===== src/hbgd_cfg.svh =====
// Constants for the half-bridge gate mode control block.
`ifndef HBGD_CFG_SVH
`define HBGD_CFG_SVH

// Reset value of the bridge bypass flag.
`define HBGD_BYPASS_RST 1'b1
// Reset value of each half-bridge mode field.
`define HBGD_MODE_RST 2'h0
// Reset value of each static gate current code.
`define HBGD_CUR_RST 4'h0
// Reset values of the hold current select and overcurrent shutdown enable.
`define HBGD_HOLD_RST 1'b0
`define HBGD_OVERCURRENT_SHUTDOWN_ENABLE_RST 1'b0
// Hold current codes for the low and high hold settings.
`define HBGD_HOLD_LO_CODE 4'h4
`define HBGD_HOLD_HI_CODE 4'h6
// Discharge setting code that the hard-off sink current equals.
`define HBGD_HARDOFF_CODE 5'h1F
// Clock rate in MHz and the longest command latency in ns.
`define HBGD_CLK_MHZ 200
`define HBGD_CMD_LAT_NS 3000
// Longest latency in cycles, rounded down.
`define HBGD_CMD_LAT_CYC ((`HBGD_CMD_LAT_NS * `HBGD_CLK_MHZ) / 1000)
// Cycles from a command strobe until the gate drive reflects it.
`define HBGD_CMD_APPLY_CYC 3

`endif


===== src/hbgd_pkg.sv =====
// Types shared by the half-bridge gate mode control block.
package hbgd_pkg;

    // Half-bridge mode field encoding.
    typedef enum logic [1:0] {
        HBGD_MODE_OFF  = 2'h0,
        HBGD_MODE_LS   = 2'h1,
        HBGD_MODE_HS   = 2'h2,
        HBGD_MODE_RSVD = 2'h3
    } hbgd_mode_t;

    // Gate drive of one driver: enable, source or sink, hard-off, current code.
    typedef struct packed {
        logic       en;
        logic       source;
        logic       hard;
        logic [3:0] code;
    } hbgd_drive_t;

    // Configuration written by one command.
    typedef struct packed {
        logic                 bypass;
        logic                 overcurrent_shutdown_enable;
        logic                 hold_sel;
        logic [7:0][1:0]      mode;
        logic [7:0][3:0]      cur;
        logic [7:0][7:0]      ccp_time;
        logic [7:0][7:0]      blank_time;
    } hbgd_cfg_t;

    // Supply and device faults that forbid active operation.
    typedef struct packed {
        logic vs_ov;
        logic vs_uv;
        logic cp_uv;
        logic over_temp;
        logic fail_safe;
    } hbgd_fault_t;

    // Sequencing states of one half-bridge, Gray coded in the order listed.
    typedef enum logic [2:0] {
        HBGD_ST_OFF    = 3'h0,
        HBGD_ST_CCP    = 3'h1,
        HBGD_ST_CHARGE = 3'h3,
        HBGD_ST_ON     = 3'h2,
        HBGD_ST_TRIP   = 3'h6
    } hbgd_state_t;

endpackage


===== src/hbgd_leg.sv =====
// Switching sequencer for one half-bridge of the gate drive block.
`timescale 1ns/1ps
`include "hbgd_cfg.svh"

module hbgd_leg
    import hbgd_pkg::*;
#(
    parameter int TW = 8
) (
    input  wire logic          mclk,
    input  wire logic          rst,
    input  wire logic          run,        // Bridge driver is in active mode.
    input  wire logic          trip,       // Shutdown request for this bridge.
    input  wire logic [1:0]    mode,       // Half-bridge mode field.
    input  wire logic [3:0]    cur,        // Static gate current code.
    input  wire logic          hold_sel,   // Hold current select.
    input  wire logic [TW-1:0] ccp_time,   // Cross-conduction guard time.
    input  wire logic [TW-1:0] blank_time, // Drain-source blank time.
    output hbgd_drive_t        hs_drv,     // High-side gate drive.
    output hbgd_drive_t        ls_drv,     // Low-side gate drive.
    output logic               hs_on,      // High-side switch is commanded on.
    output logic               ls_on       // Low-side switch is commanded on.
);

    hbgd_state_t   state_r;     // Current sequencing state.
    hbgd_state_t   state_nxt;   // Next sequencing state.
    logic [TW-1:0] cnt_r;       // Phase timer.
    logic [TW-1:0] cnt_nxt;     // Next phase timer value.
    logic          side_r;      // Side held on: 1 high, 0 low.
    logic          side_nxt;    // Next held side.
    logic          want_on;     // Mode asks for one side on.
    logic          want_side;   // Side that the mode asks for.
    logic [3:0]    hold_code;   // Current code used for holding.
    hbgd_drive_t   hs_nxt;      // Next high-side drive.
    hbgd_drive_t   ls_nxt;      // Next low-side drive.

    // Decode the mode; off and reserved both hold the bridge off.
    always_comb begin
        want_on   = (mode == HBGD_MODE_LS) || (mode == HBGD_MODE_HS);
        want_side = (mode == HBGD_MODE_HS);
        hold_code = hold_sel ? `HBGD_HOLD_HI_CODE : `HBGD_HOLD_LO_CODE;
    end

    // Pick the next state and phase time; mapping to PWM is absent so the switch is static.
    always_comb begin
        state_nxt = state_r;
        cnt_nxt   = (cnt_r != '0) ? cnt_r - TW'(1) : cnt_r;
        side_nxt  = side_r;
        if (!run) begin
            // Passive operation parks the sequencer.
            state_nxt = HBGD_ST_OFF;
            cnt_nxt   = '0;
        end else if (trip) begin
            state_nxt = HBGD_ST_TRIP;
            cnt_nxt   = '0;
        end else begin
            unique case (state_r)
                HBGD_ST_OFF: begin
                    if (want_on) begin
                        // Nothing conducts, so charge at once.
                        state_nxt = HBGD_ST_CHARGE;
                        side_nxt  = want_side;
                        cnt_nxt   = blank_time;
                    end
                end
                HBGD_ST_ON: begin
                    if (!want_on || (want_side != side_r)) begin
                        // Discharge both gates before anything else.
                        state_nxt = HBGD_ST_CCP;
                        cnt_nxt   = ccp_time;
                    end
                end
                HBGD_ST_CHARGE: begin
                    if (!want_on || (want_side != side_r)) begin
                        state_nxt = HBGD_ST_CCP;
                        cnt_nxt   = ccp_time;
                    end else if (cnt_r == '0) begin
                        state_nxt = HBGD_ST_ON;
                    end
                end
                HBGD_ST_CCP: begin
                    if (cnt_r == '0) begin
                        if (want_on) begin
                            state_nxt = HBGD_ST_CHARGE;
                            side_nxt  = want_side;
                            cnt_nxt   = blank_time;
                        end else begin
                            state_nxt = HBGD_ST_OFF;
                        end
                    end
                end
                HBGD_ST_TRIP: begin
                    // Stay off until the shutdown request is withdrawn.
                    state_nxt = HBGD_ST_OFF;
                end
                default: begin
                    state_nxt = HBGD_ST_OFF;
                end
            endcase
        end
    end

    // Form the drive of both gates from the next state.
    always_comb begin
        hs_nxt = '{en: run, source: 1'b0, hard: 1'b0, code: hold_code};
        ls_nxt = '{en: run, source: 1'b0, hard: 1'b0, code: hold_code};
        unique case (state_nxt)
            HBGD_ST_CCP, HBGD_ST_TRIP: begin
                // Both gates sink the static current.
                hs_nxt.code = cur;
                ls_nxt.code = cur;
            end
            HBGD_ST_CHARGE: begin
                // Charge the chosen gate, hard-hold the other off.
                if (side_nxt) begin
                    hs_nxt = '{en: run, source: 1'b1, hard: 1'b0, code: cur};
                    ls_nxt.hard = 1'b1;
                end else begin
                    ls_nxt = '{en: run, source: 1'b1, hard: 1'b0, code: cur};
                    hs_nxt.hard = 1'b1;
                end
            end
            HBGD_ST_ON: begin
                // Hold the chosen gate on, the other off.
                if (side_nxt) begin
                    hs_nxt.source = 1'b1;
                end else begin
                    ls_nxt.source = 1'b1;
                end
            end
            default: begin
                // Off state holds both gates with the hold sink current.
            end
        endcase
    end

    // State, timer and held side.
    always_ff @(posedge mclk) begin
        if (rst) begin
            state_r <= HBGD_ST_OFF;
            cnt_r   <= '0;
            side_r  <= 1'b0;
        end else begin
            state_r <= state_nxt;
            cnt_r   <= cnt_nxt;
            side_r  <= side_nxt;
        end
    end

    // Registered drive outputs.
    always_ff @(posedge mclk) begin
        if (rst) begin
            hs_drv <= '0;
            ls_drv <= '0;
            hs_on  <= 1'b0;
            ls_on  <= 1'b0;
        end else begin
            hs_drv <= hs_nxt;
            ls_drv <= ls_nxt;
            hs_on  <= hs_nxt.source;
            ls_on  <= ls_nxt.source;
        end
    end

endmodule


===== src/hbgd_ctrl.sv =====
// Active or passive decision and per-bridge drive for eight half-bridges.
`timescale 1ns/1ps
`include "hbgd_cfg.svh"

//
// Contract
// - Reset: bypass set, all modes off.
// - Bypass cleared with enable high: active.
// - Bypass set but a bridge on: active.
// - Enable low, or bypass set and all off: passive.
// - Supply, temperature, fail-safe faults forbid active.
// - Codes 00 and 11 hold both off.
// - 01 low side on, 10 high side.
// - Unmapped bridges switch statically.
// - Sixteen drivers as eight half-bridges.
// - Hard-off sink holds opposite side off.
// - Static code selects monotonic gate current.
// - Hold select low: hold code 0100.
// - Hold select high: hold code 0110.
// - Faults turn off with static discharge.
// - Each bridge uses its own times.
// - Commands act within 3 microseconds.
// - Side swap: discharge, then charge, hard-off.
// - All off: discharge, then hold sink.
//
// The host keeps the mode fields at off or reserved before it clears the
// bypass flag the logic does not enforce that, it only obeys.
//

module hbgd_ctrl
    import hbgd_pkg::*;
#(
    parameter int NUM_HB = 8, // Number of half-bridges.
    parameter int TW     = 8  // Width of the per-bridge time fields.
) (
    input  wire logic                   mclk,
    input  wire logic                   rst,
    input  wire logic                   en,          // Enable pin level.
    input  wire logic                   cmd_valid,   // One-cycle command strobe.
    input  wire hbgd_cfg_t              cmd_cfg,     // Configuration of the command.
    input  wire hbgd_fault_t            fault,       // Device-wide fault levels.
    input  wire logic [NUM_HB-1:0]      ds_ov,       // Drain-source overvoltage.
    input  wire logic [NUM_HB-1:0]      oc,          // Overcurrent per bridge.
    output logic                        drv_active,  // Gate drivers are active.
    output logic [NUM_HB-1:0]           trip_state,  // Bridge is shut down.
    output hbgd_drive_t [NUM_HB-1:0]    hs_drv,      // High-side gate drives.
    output hbgd_drive_t [NUM_HB-1:0]    ls_drv,      // Low-side gate drives.
    output logic [NUM_HB-1:0]           high_side_switch, // High side on.
    output logic [NUM_HB-1:0]           low_side_switch   // Low side on.
);

    // Refuse sizes that the configuration record cannot carry.
    if (NUM_HB < 1 || NUM_HB > 8 || TW != 8) begin : g_bad_size
        $error("hbgd_ctrl supports one to eight bridges and 8-bit times");
    end

    // Refuse an apply latency beyond the allowed command latency.
    if (`HBGD_CMD_APPLY_CYC > `HBGD_CMD_LAT_CYC) begin : g_bad_lat
        $error("hbgd_ctrl command latency too long");
    end

    hbgd_cfg_t         cfg_r;        // Configuration in force.
    logic              run_r;        // Enable and mode logic ask for active.
    logic              run_nxt;      // Next value of run_r.
    logic              any_on;       // Some bridge holds code 01 or 10.
    logic              dev_fault;    // Any device-wide fault.
    logic [NUM_HB-1:0] trip_r;       // Latched shutdown per bridge.
    logic [NUM_HB-1:0] trip_set;     // Shutdown cause per bridge.
    logic              active_r;     // Active operation allowed.

    // Configuration register; a command replaces it whole.
    always_ff @(posedge mclk) begin
        if (rst) begin
            cfg_r.bypass     <= `HBGD_BYPASS_RST;
            cfg_r.overcurrent_shutdown_enable       <= `HBGD_OVERCURRENT_SHUTDOWN_ENABLE_RST;
            cfg_r.hold_sel   <= `HBGD_HOLD_RST;
            cfg_r.mode       <= {8{`HBGD_MODE_RST}};
            cfg_r.cur        <= {8{`HBGD_CUR_RST}};
            cfg_r.ccp_time   <= '0;
            cfg_r.blank_time <= '0;
        end else if (cmd_valid) begin
            // Taken on the strobe edge, well inside the latency bound.
            cfg_r <= cmd_cfg;
        end
    end

    // Decide active or passive from enable, bypass and the modes.
    always_comb begin
        any_on = 1'b0;
        for (int i = 0; i < NUM_HB; i++) begin
            if ((cfg_r.mode[i] == HBGD_MODE_LS) || (cfg_r.mode[i] == HBGD_MODE_HS)) begin
                any_on = 1'b1;
            end
        end
        // Enable low always wins; bypass set needs a bridge switched on.
        run_nxt   = en && (!cfg_r.bypass || any_on);
        dev_fault = fault.vs_ov || fault.vs_uv || fault.cp_uv ||
                    fault.over_temp || fault.fail_safe;
    end

    // Shutdown causes: device faults, the bridge's own overvoltage, overcurrent when enabled.
    always_comb begin
        for (int i = 0; i < NUM_HB; i++) begin
            trip_set[i] = run_r && (dev_fault || ds_ov[i] ||
                          (oc[i] && cfg_r.overcurrent_shutdown_enable));
        end
    end

    // Recomputed every cycle, so level changes act without a command.
    always_ff @(posedge mclk) begin
        if (rst) begin
            run_r    <= 1'b0;
            active_r <= 1'b0;
        end else begin
            run_r    <= run_nxt;
            active_r <= run_nxt && !dev_fault;
        end
    end

    // Latched shutdown; a new command clears it, but a cause in that cycle wins.
    always_ff @(posedge mclk) begin
        if (rst) begin
            trip_r <= '0;
        end else begin
            for (int i = 0; i < NUM_HB; i++) begin
                if (trip_set[i]) begin
                    trip_r[i] <= 1'b1;
                end else if (cmd_valid || !run_r) begin
                    trip_r[i] <= 1'b0;
                end
            end
        end
    end

    // Status outputs.
    always_ff @(posedge mclk) begin
        if (rst) begin
            drv_active <= 1'b0;
            trip_state <= '0;
        end else begin
            drv_active <= active_r;
            trip_state <= trip_r;
        end
    end

    // One sequencer per half-bridge, each high and low side a driver.
    for (genvar g = 0; g < NUM_HB; g++) begin : g_leg
        hbgd_leg #(
            .TW(TW)
        ) u_leg (
            .mclk       (mclk),
            .rst        (rst),
            .run        (run_r),
            .trip       (trip_r[g] || trip_set[g]),
            .mode       (cfg_r.mode[g]),
            .cur        (cfg_r.cur[g]),
            .hold_sel   (cfg_r.hold_sel),
            .ccp_time   (cfg_r.ccp_time[g]),
            .blank_time (cfg_r.blank_time[g]),
            .hs_drv     (hs_drv[g]),
            .ls_drv     (ls_drv[g]),
            .hs_on      (high_side_switch[g]),
            .ls_on      (low_side_switch[g])
        );
    end

endmodule


===== config.mk =====
export PLATFORM = sky130hd
export DESIGN_NAME = hbgd_ctrl
export DESIGN_NICKNAME = d
export VERILOG_FILES = /design/src/hbgd_pkg.sv /design/src/hbgd_leg.sv /design/src/hbgd_ctrl.sv
export VERILOG_INCLUDE_DIRS = /design/src
export SDC_FILE = /design/constraint.sdc
export NUM_CORES = 1
export LEC_CHECK = 0
export ABC_AREA = 1
export BUFFER_PORTS_ARGS = -buffer_cell sky130_fd_sc_hd__buf_2
export CORE_UTILIZATION = 45
export DETAILED_ROUTE_END_ITERATION = 6
export GPL_ROUTABILITY_DRIVEN = 0
export PLACE_DENSITY = 0.71
export SKIP_CTS_REPAIR_TIMING = 1
export SLEW_MARGIN = 20
export SYNTH_ARGS = -nofsm -noshare
export SYNTH_HDL_FRONTEND = slang
export SYNTH_HIERARCHICAL = 1
export SYNTH_SLANG_ARGS = --single-unit

===== constraint.sdc =====
create_clock -name mclk -period 2.5 [get_ports mclk]
set_input_delay 0.625 -clock mclk [delete_from_list [all_inputs] [get_ports mclk]]
set_output_delay 0.625 -clock mclk [all_outputs]
set_load 0.02 [all_outputs]

Word level (Yosys, flattened, before mapping):

Cells that the tools add are included.

* word-level logic and storage cells: 621
* flip-flop bits (word level): 406
* bits of input ports: 204

* eq/ne operators: 80
* bitwise gates (word level): 9
* add/subtract/negate cells: 8
* mux-type cells: 250
* reduce and logical (&&, ||, !) cells: 139

Operators by type and width (count)
* $mux 8: 32
* $pmux 8 s3: 8
* $mux 3: 56
* $pmux 4 s2: 16
* $eq 3x2->1 const B: 32
* $pmux 3 s4: 8
* $mux 1: 81
* $logic_not 8->1: 8
* $mux 4: 16
* $reduce_bool 8->1: 8
* $sub 8x1->8 const B: 8
* $eq 3x1->1 const B: 16
* $pmux 1 s2: 24
* $reduce_or 2->1: 24
* $logic_or 1x1->1: 46
* $eq 3x3->1 const B: 8
* $logic_not 3->1: 8
* $reduce_or 3->1: 8
* $logic_and 1x1->1: 18
* $mux 2: 9
* $eq 2x1->1 const B: 8
* $eq 2x2->1 const B: 8
* $reduce_bool 2->1: 8
* $logic_not 1->1: 11
* other kinds (2): 17

Logic depth before layout (Yosys ltp):

* depth in word-level cells: 13
* gate-level depth with buffers: 18
* gate-level depth less buffers: 17

By module:

Netlist, hierarchy kept.

Modules (own cells, without submodules)
* hbgd_ctrl: instances 1, area an instance 7206.9 sq um, cells each 908, seq. area each 3963.8 sq um
* hbgd_leg at g_leg[3].u_leg ...: instances 4, area an instance 1561.5 sq um, cells each 221, seq. area each 500.5 sq um
* hbgd_leg at g_leg[7].u_leg: instances 1, area an instance 1590.3 sq um, cells each 224, seq. area each 500.5 sq um
* hbgd_leg at g_leg[0].u_leg: instances 1, area an instance 1572.8 sq um, cells each 214, seq. area each 500.5 sq um
* hbgd_leg at g_leg[1].u_leg: instances 1, area an instance 1555.2 sq um, cells each 230, seq. area each 500.5 sq um
* hbgd_leg at g_leg[2].u_leg: instances 1, area an instance 1542.7 sq um, cells each 232, seq. area each 500.5 sq um

Least setup slack after synthesis:

Ideal clock, no wire load.

* path kind: in2reg
* from: input fault[1] in the netlist's numbering
* to: register g_leg[7].u_leg/hs_drv[1] (netlist name)
* slack: 155 ps
* buffers on the path: 0
* arrival time: 2236 ps
* required time: 2391 ps
* stages: 16
* path through: nor2_1 > nand3_1 > nand2_1 > nand2_1 > nor3_4 > nand2_2 > a21oi_2 > nand2_2 > nand2_4 > nand2_1 > nand2_1 > inv_1 > nand2_1 > nand3_1 > nand2_1 > inv_1

* cells in the longest elaborated chain, start to end: 11
* elaborated cells between the ends (all ways): 16
* classes of those cells: eq/ne: 3; mux: 6; reduce/logical: 7

Ends and longest elaborated chain
* from (decl): line hbgd_ctrl.sv:41 `input wire hbgd_fault_t fault,`
* $logic_or 1x1->1 *: line hbgd_ctrl.sv:97 `dev_fault = fault.vs_ov || fault.vs_uv || fault.cp_uv ||`
* $logic_or 1x1->1 *: line hbgd_ctrl.sv:98 `fault.over_temp || fault.fail_safe;`
* $logic_or 1x1->1 * (2 in series): line hbgd_ctrl.sv:104 `trip_set[i] = run_r && (dev_fault || ds_ov[i] ||`
* $logic_and 1x1->1 *: line hbgd_ctrl.sv:104
* $logic_or 1x1->1 *: line hbgd_ctrl.sv:154 `.trip (trip_r[g] || trip_set[g]),`
* $mux 3: line hbgd_leg.sv:53 `end else if (trip) begin`
* $mux 3: line hbgd_leg.sv:49 `if (!run) begin`
* $eq 3x1->1 or $eq 3x3->1 (tied branches): line hbgd_leg.sv:107 `unique case (state_nxt)`
* $reduce_or 2->1: line hbgd_leg.sv:107
* $pmux 4 s2 *: line hbgd_leg.sv:107

Mark *: on every way between the ends. The rest lies on a longest branch, timed or not.
A chain may end at the register's enable or synchronous reset.

Worst setup path after layout:

* from: register cfg_r[162] (netlist name)
* to: register g_leg[1].u_leg/hs_drv[1] (netlist name)

* cells in the longest elaborated chain, start to end: 11
* elaborated cells between the ends (all ways): 25
* classes of those cells: eq/ne: 6; mux: 15; reduce/logical: 4

Ends and longest elaborated chain
* $eq 2x1->1 or $eq 2x2->1 (tied branches): line hbgd_leg.sv:39, hbgd_leg.sv:40
* $logic_or 1x1->1: line hbgd_leg.sv:39 `want_on = (mode == HBGD_MODE_LS) || (mode == HBGD_MODE_HS);`
* $logic_not 1->1: line hbgd_leg.sv:67, hbgd_leg.sv:74
* $logic_or 1x1->1: line hbgd_leg.sv:67, hbgd_leg.sv:74
* $mux 3, on equally long branches: line hbgd_leg.sv:74, hbgd_leg.sv:67
* $pmux 3 s4: line hbgd_leg.sv:57 `unique case (state_r)`
* $mux 3: line hbgd_leg.sv:53
* $mux 3: line hbgd_leg.sv:49
* $eq 3x1->1 or $eq 3x3->1 (tied branches): line hbgd_leg.sv:107
* $reduce_or 2->1: line hbgd_leg.sv:107
* $pmux 4 s2 *: line hbgd_leg.sv:107

Marked as above.

==> flow_summary.yaml <==
place:
  port_buffers: 340
  place_ws_ns: 0.0167
  placed_cell_area_mm2: 0.0218
  hpwl_mm: 40.9
job:
  drv_cap: 0
timing:
  clock.fmax_mhz: 444
  fin_worst_skew_ns: 0.00883
  worstMarginPinSlew_ns: 0.652
  fin_tns_setup_ns: 0
  rsz0062_at_grt: "false"
  min_period_ns: 2.25
  fin_ws_ns: 0.247
  setup_viol: 0
  relSlewSlack_pct: 56.5
  timing.final.max_slew_violations: 0
  hold_violations: 0
  period_share_pct: 90.1
synthesis:
  syn_avg_cell_area_um2: 7.32
  synth_top_area_share_pct: 40.4
  synth_top_area_cell: "dfxtp_1"
  ys_seq_elements: 398
  synthArstFlopShare_pct: 0
  yosysSeqAreaShare_pct: 40.4
  ys_warn_count: 6
  syn_nets: 2913
  syn_inst: 2692
  syn_area_mm2: 0.0197
  synth_area_leaders: "dfxtp_1 40%, nor2_1 9.7%, nand2_1 8.6%"
  synth_edf_count: 0
  synth_ff_type: "dfxtp_1"
  ys_types: 57
clocking:
  htree_levels: 2
  clock-sinks: 398
  clockRootBuffer: "clkbuf_16"
  tritoncts: "yes"
  clk_latency_ns: 0.57
  clkTransAtPathRegs_ns: 0.06
  numCtsBuffers: 43
  cts_buffer_depth: 3
setup_path:
  path_cells: "inv_1, ha_1, inv_2, nand3_2, a21oi_2, nand2_1, nand3_1, nand2_1, nand2_1, nand3_1, nand2_1, inv_1"
  slowest_stage: "ha_1"
  worst-path-buf-inv: 3
  worstPathMaxFanout: 14
  worst_setup_path_start_kind: "flop"
  crit_type: "reg2reg"
  worstPathArrival_ns: 2.72
  required_ns: 2.96
  crit_path_end_kind: "flop"
  crit_top_cell: "nand2_1"
  cp_top_family: "simple AND/OR/NAND/NOR gates"
  critPathMaxStageDelay_ns: 0.38
floorplanning:
  die_w_um: 211
  start_util_pct: 45.7
  io_pins: 341
  die_h_um: 211
  die_area_mm2: 0.0446
  core_mm2: 0.0432
  rows: 76
global_routing:
  antenna_found_initial: 4
  grt_pass1_vias: 17630
  grt_first_pass_wirelength_mm: 88.2
  overflow: 0
  grt_usage_pct: 24.4
  grt_max_degree: 147
detailed_routing:
  firstDrtPassIters: 5
  vias: 18512
  drc: 0
  drt_iter0_drc: 1185
  totalWireLength_mm: 55.4
  ant_nets: 0
  wire_per_inst_um: 15.3
  vias_per_cell: 5.10
power_and_ir_drop:
  pwr-share-seq_pct: 42.7
  leakage_nw: 11.2
  p_sw_share_pct: 28.1
  p_sw_mw: 4.51
  power_frac_comb_pct: 16.1
  power_density_mw_per_mm2: 688
  p_int_mw: 11.6
  ir_drop_mv: 0.555
  pwr-share-clk_pct: 41.1
finish:
  design_area_mm2: 0.0233
  drive_gt1_share_pct: 24.5
  fin_util_pct: 54.0
  final_common_cell: "nor2_1"
  fin_nets: 3233
  syn_to_final_growth_pct: 18.3
  final_cell_mix: "509 x nor2_1, 452 x nand2_1, 397 x dfxtp_1"
status:
  status: "finished, final reports clean"
worst_hold_path:
  min_path_type: "in2reg"
per-layer routing:
metal  share of wire, %  vias to the layer above  global-route usage, %
li1                   -                     9304                      -
met2                 46                      633                   40.9
met5              0.042                        -                      0
met1                 44                     8462                   31.2
met3                6.8                      109                   4.76
met4                2.8                        4                   8.15
per-stage QoR:
step	instances	power, mW	hold slack [ns]
after floorplan	2692	8.80	0.388
after global placement	3552	9.49	0.408
after detailed placement	3552	9.55	0.404
after CTS	3629	16.2	0.250
after global routing	3629	16.7	0.264
final	3631	16.1	0.281
worst paths after layout:
| path | start | endpoint | slack [ns] | cells past startpoint |
|---|---|---|---|---|
| max reg2reg | cfg_r[162] | g_leg[1].u_leg/hs_drv[1] | 0.25 | 12 |
| max | cfg_r[162] | g_leg[1].u_leg/hs_drv[1] | 0.25 | 12 |
| min reg2reg | active_r | drv_active | 0.41 | 2 |
| min | cmd_cfg[103] | cfg_r[103] | 0.28 | 3 |
power groups by stage:
stage / combinational, mW / clock, mW / sequential (mW)
after floorplan: 1.79 / 0 / 7.00
after global placement: 2.50 / 0 / 6.99
after detailed placement: 2.55 / 0 / 7.00
after CTS: 2.57 / 6.73 / 6.86
after global routing: 2.88 / 6.97 / 6.89
final: 2.59 / 6.61 / 6.86
synthesized netlist by cell type (3+ instances only):
library cell and instances:
nand2_2 58, nand2_4 18, dfxtp_1 398, clkinv_1 5, a32oi_1 7, o21ai_0 243
nor2_2 14, o21ai_1 30, nand3_4 7, inv_1 238, nor2_8 10, a32o_1 3
clkbuf_1 31, o211ai_1 22, inv_4 6, buf_6 28, nor3_4 7, nor3_1 28
nor3_2 19, buf_4 30, xnor2_1 11, nor2_1 509, o21ai_2 20, a21oi_1 61
buf_2 21, nand3_2 27, nand4_1 4, inv_2 48, nand3_1 177, a21oi_2 25
o22ai_1 17, ha_1 17, or2_2 4, a21boi_0 16, a31oi_1 5, xor2_1 34
nand2_1 452, nor2_4 15, a41oi_1 4
layout make-up:
type / instances / area, µm²
Inverter: 297 / 1140
Clock buffer: 62 / 1300
Antenna cell: 2 / 5.00
Timing Repair Buffer: 388 / 2180
Clock inverter: 15 / 185
Multi-Input combinational cell: 1884 / 9820
Tap cell: 585 / 732
Fill cell: 4140 / 19800
Sequential cell: 398 / 7970
cells by family (layout without fill, tap and decap cells):
logic type / Yosys count / count (layout) / synth area share, %
AOI/OAI and AO/OA: 467 / 467 / 14.0
DFF: 398 / 398 / 40.4
other: 0 / 2 / 0
buffers and inverters: 410 / 762 / 9.77
xor gates and xnor gates: 46 / 46 / 2.08
adders and majority gates: 17 / 17 / 1.08
and+or+nand+nor: 1354 / 1354 / 32.7
worst reg2reg max path, cell delays in order (launching register included):
cell and delay [ns]:
dfxtp_1 0.35, inv_1 0.05, ha_1 0.38, inv_2 0.28, nand3_2 0.26, a21oi_2 0.25, nand2_1 0.13, nand3_1 0.10
nand2_1 0.09, nand2_1 0.09, nand3_1 0.08, nand2_1 0.06, inv_1 0.04
flip-flops by register name, indices dropped and copies added, names as in the netlist, 8 cells and up:
register             flops
g_leg.u_leg/ls_on        8
trip_state               8
g_leg.u_leg/ls_drv      48
trip_r                   8
g_leg.u_leg/hs_drv      40
g_leg.u_leg/cnt_r       64
g_leg.u_leg/state_r     24
cfg_r                  179
g_leg.u_leg/side_r       8
g_leg.u_leg/hs_on        8
No activity file was read; power rests on OpenSTA's default activity.
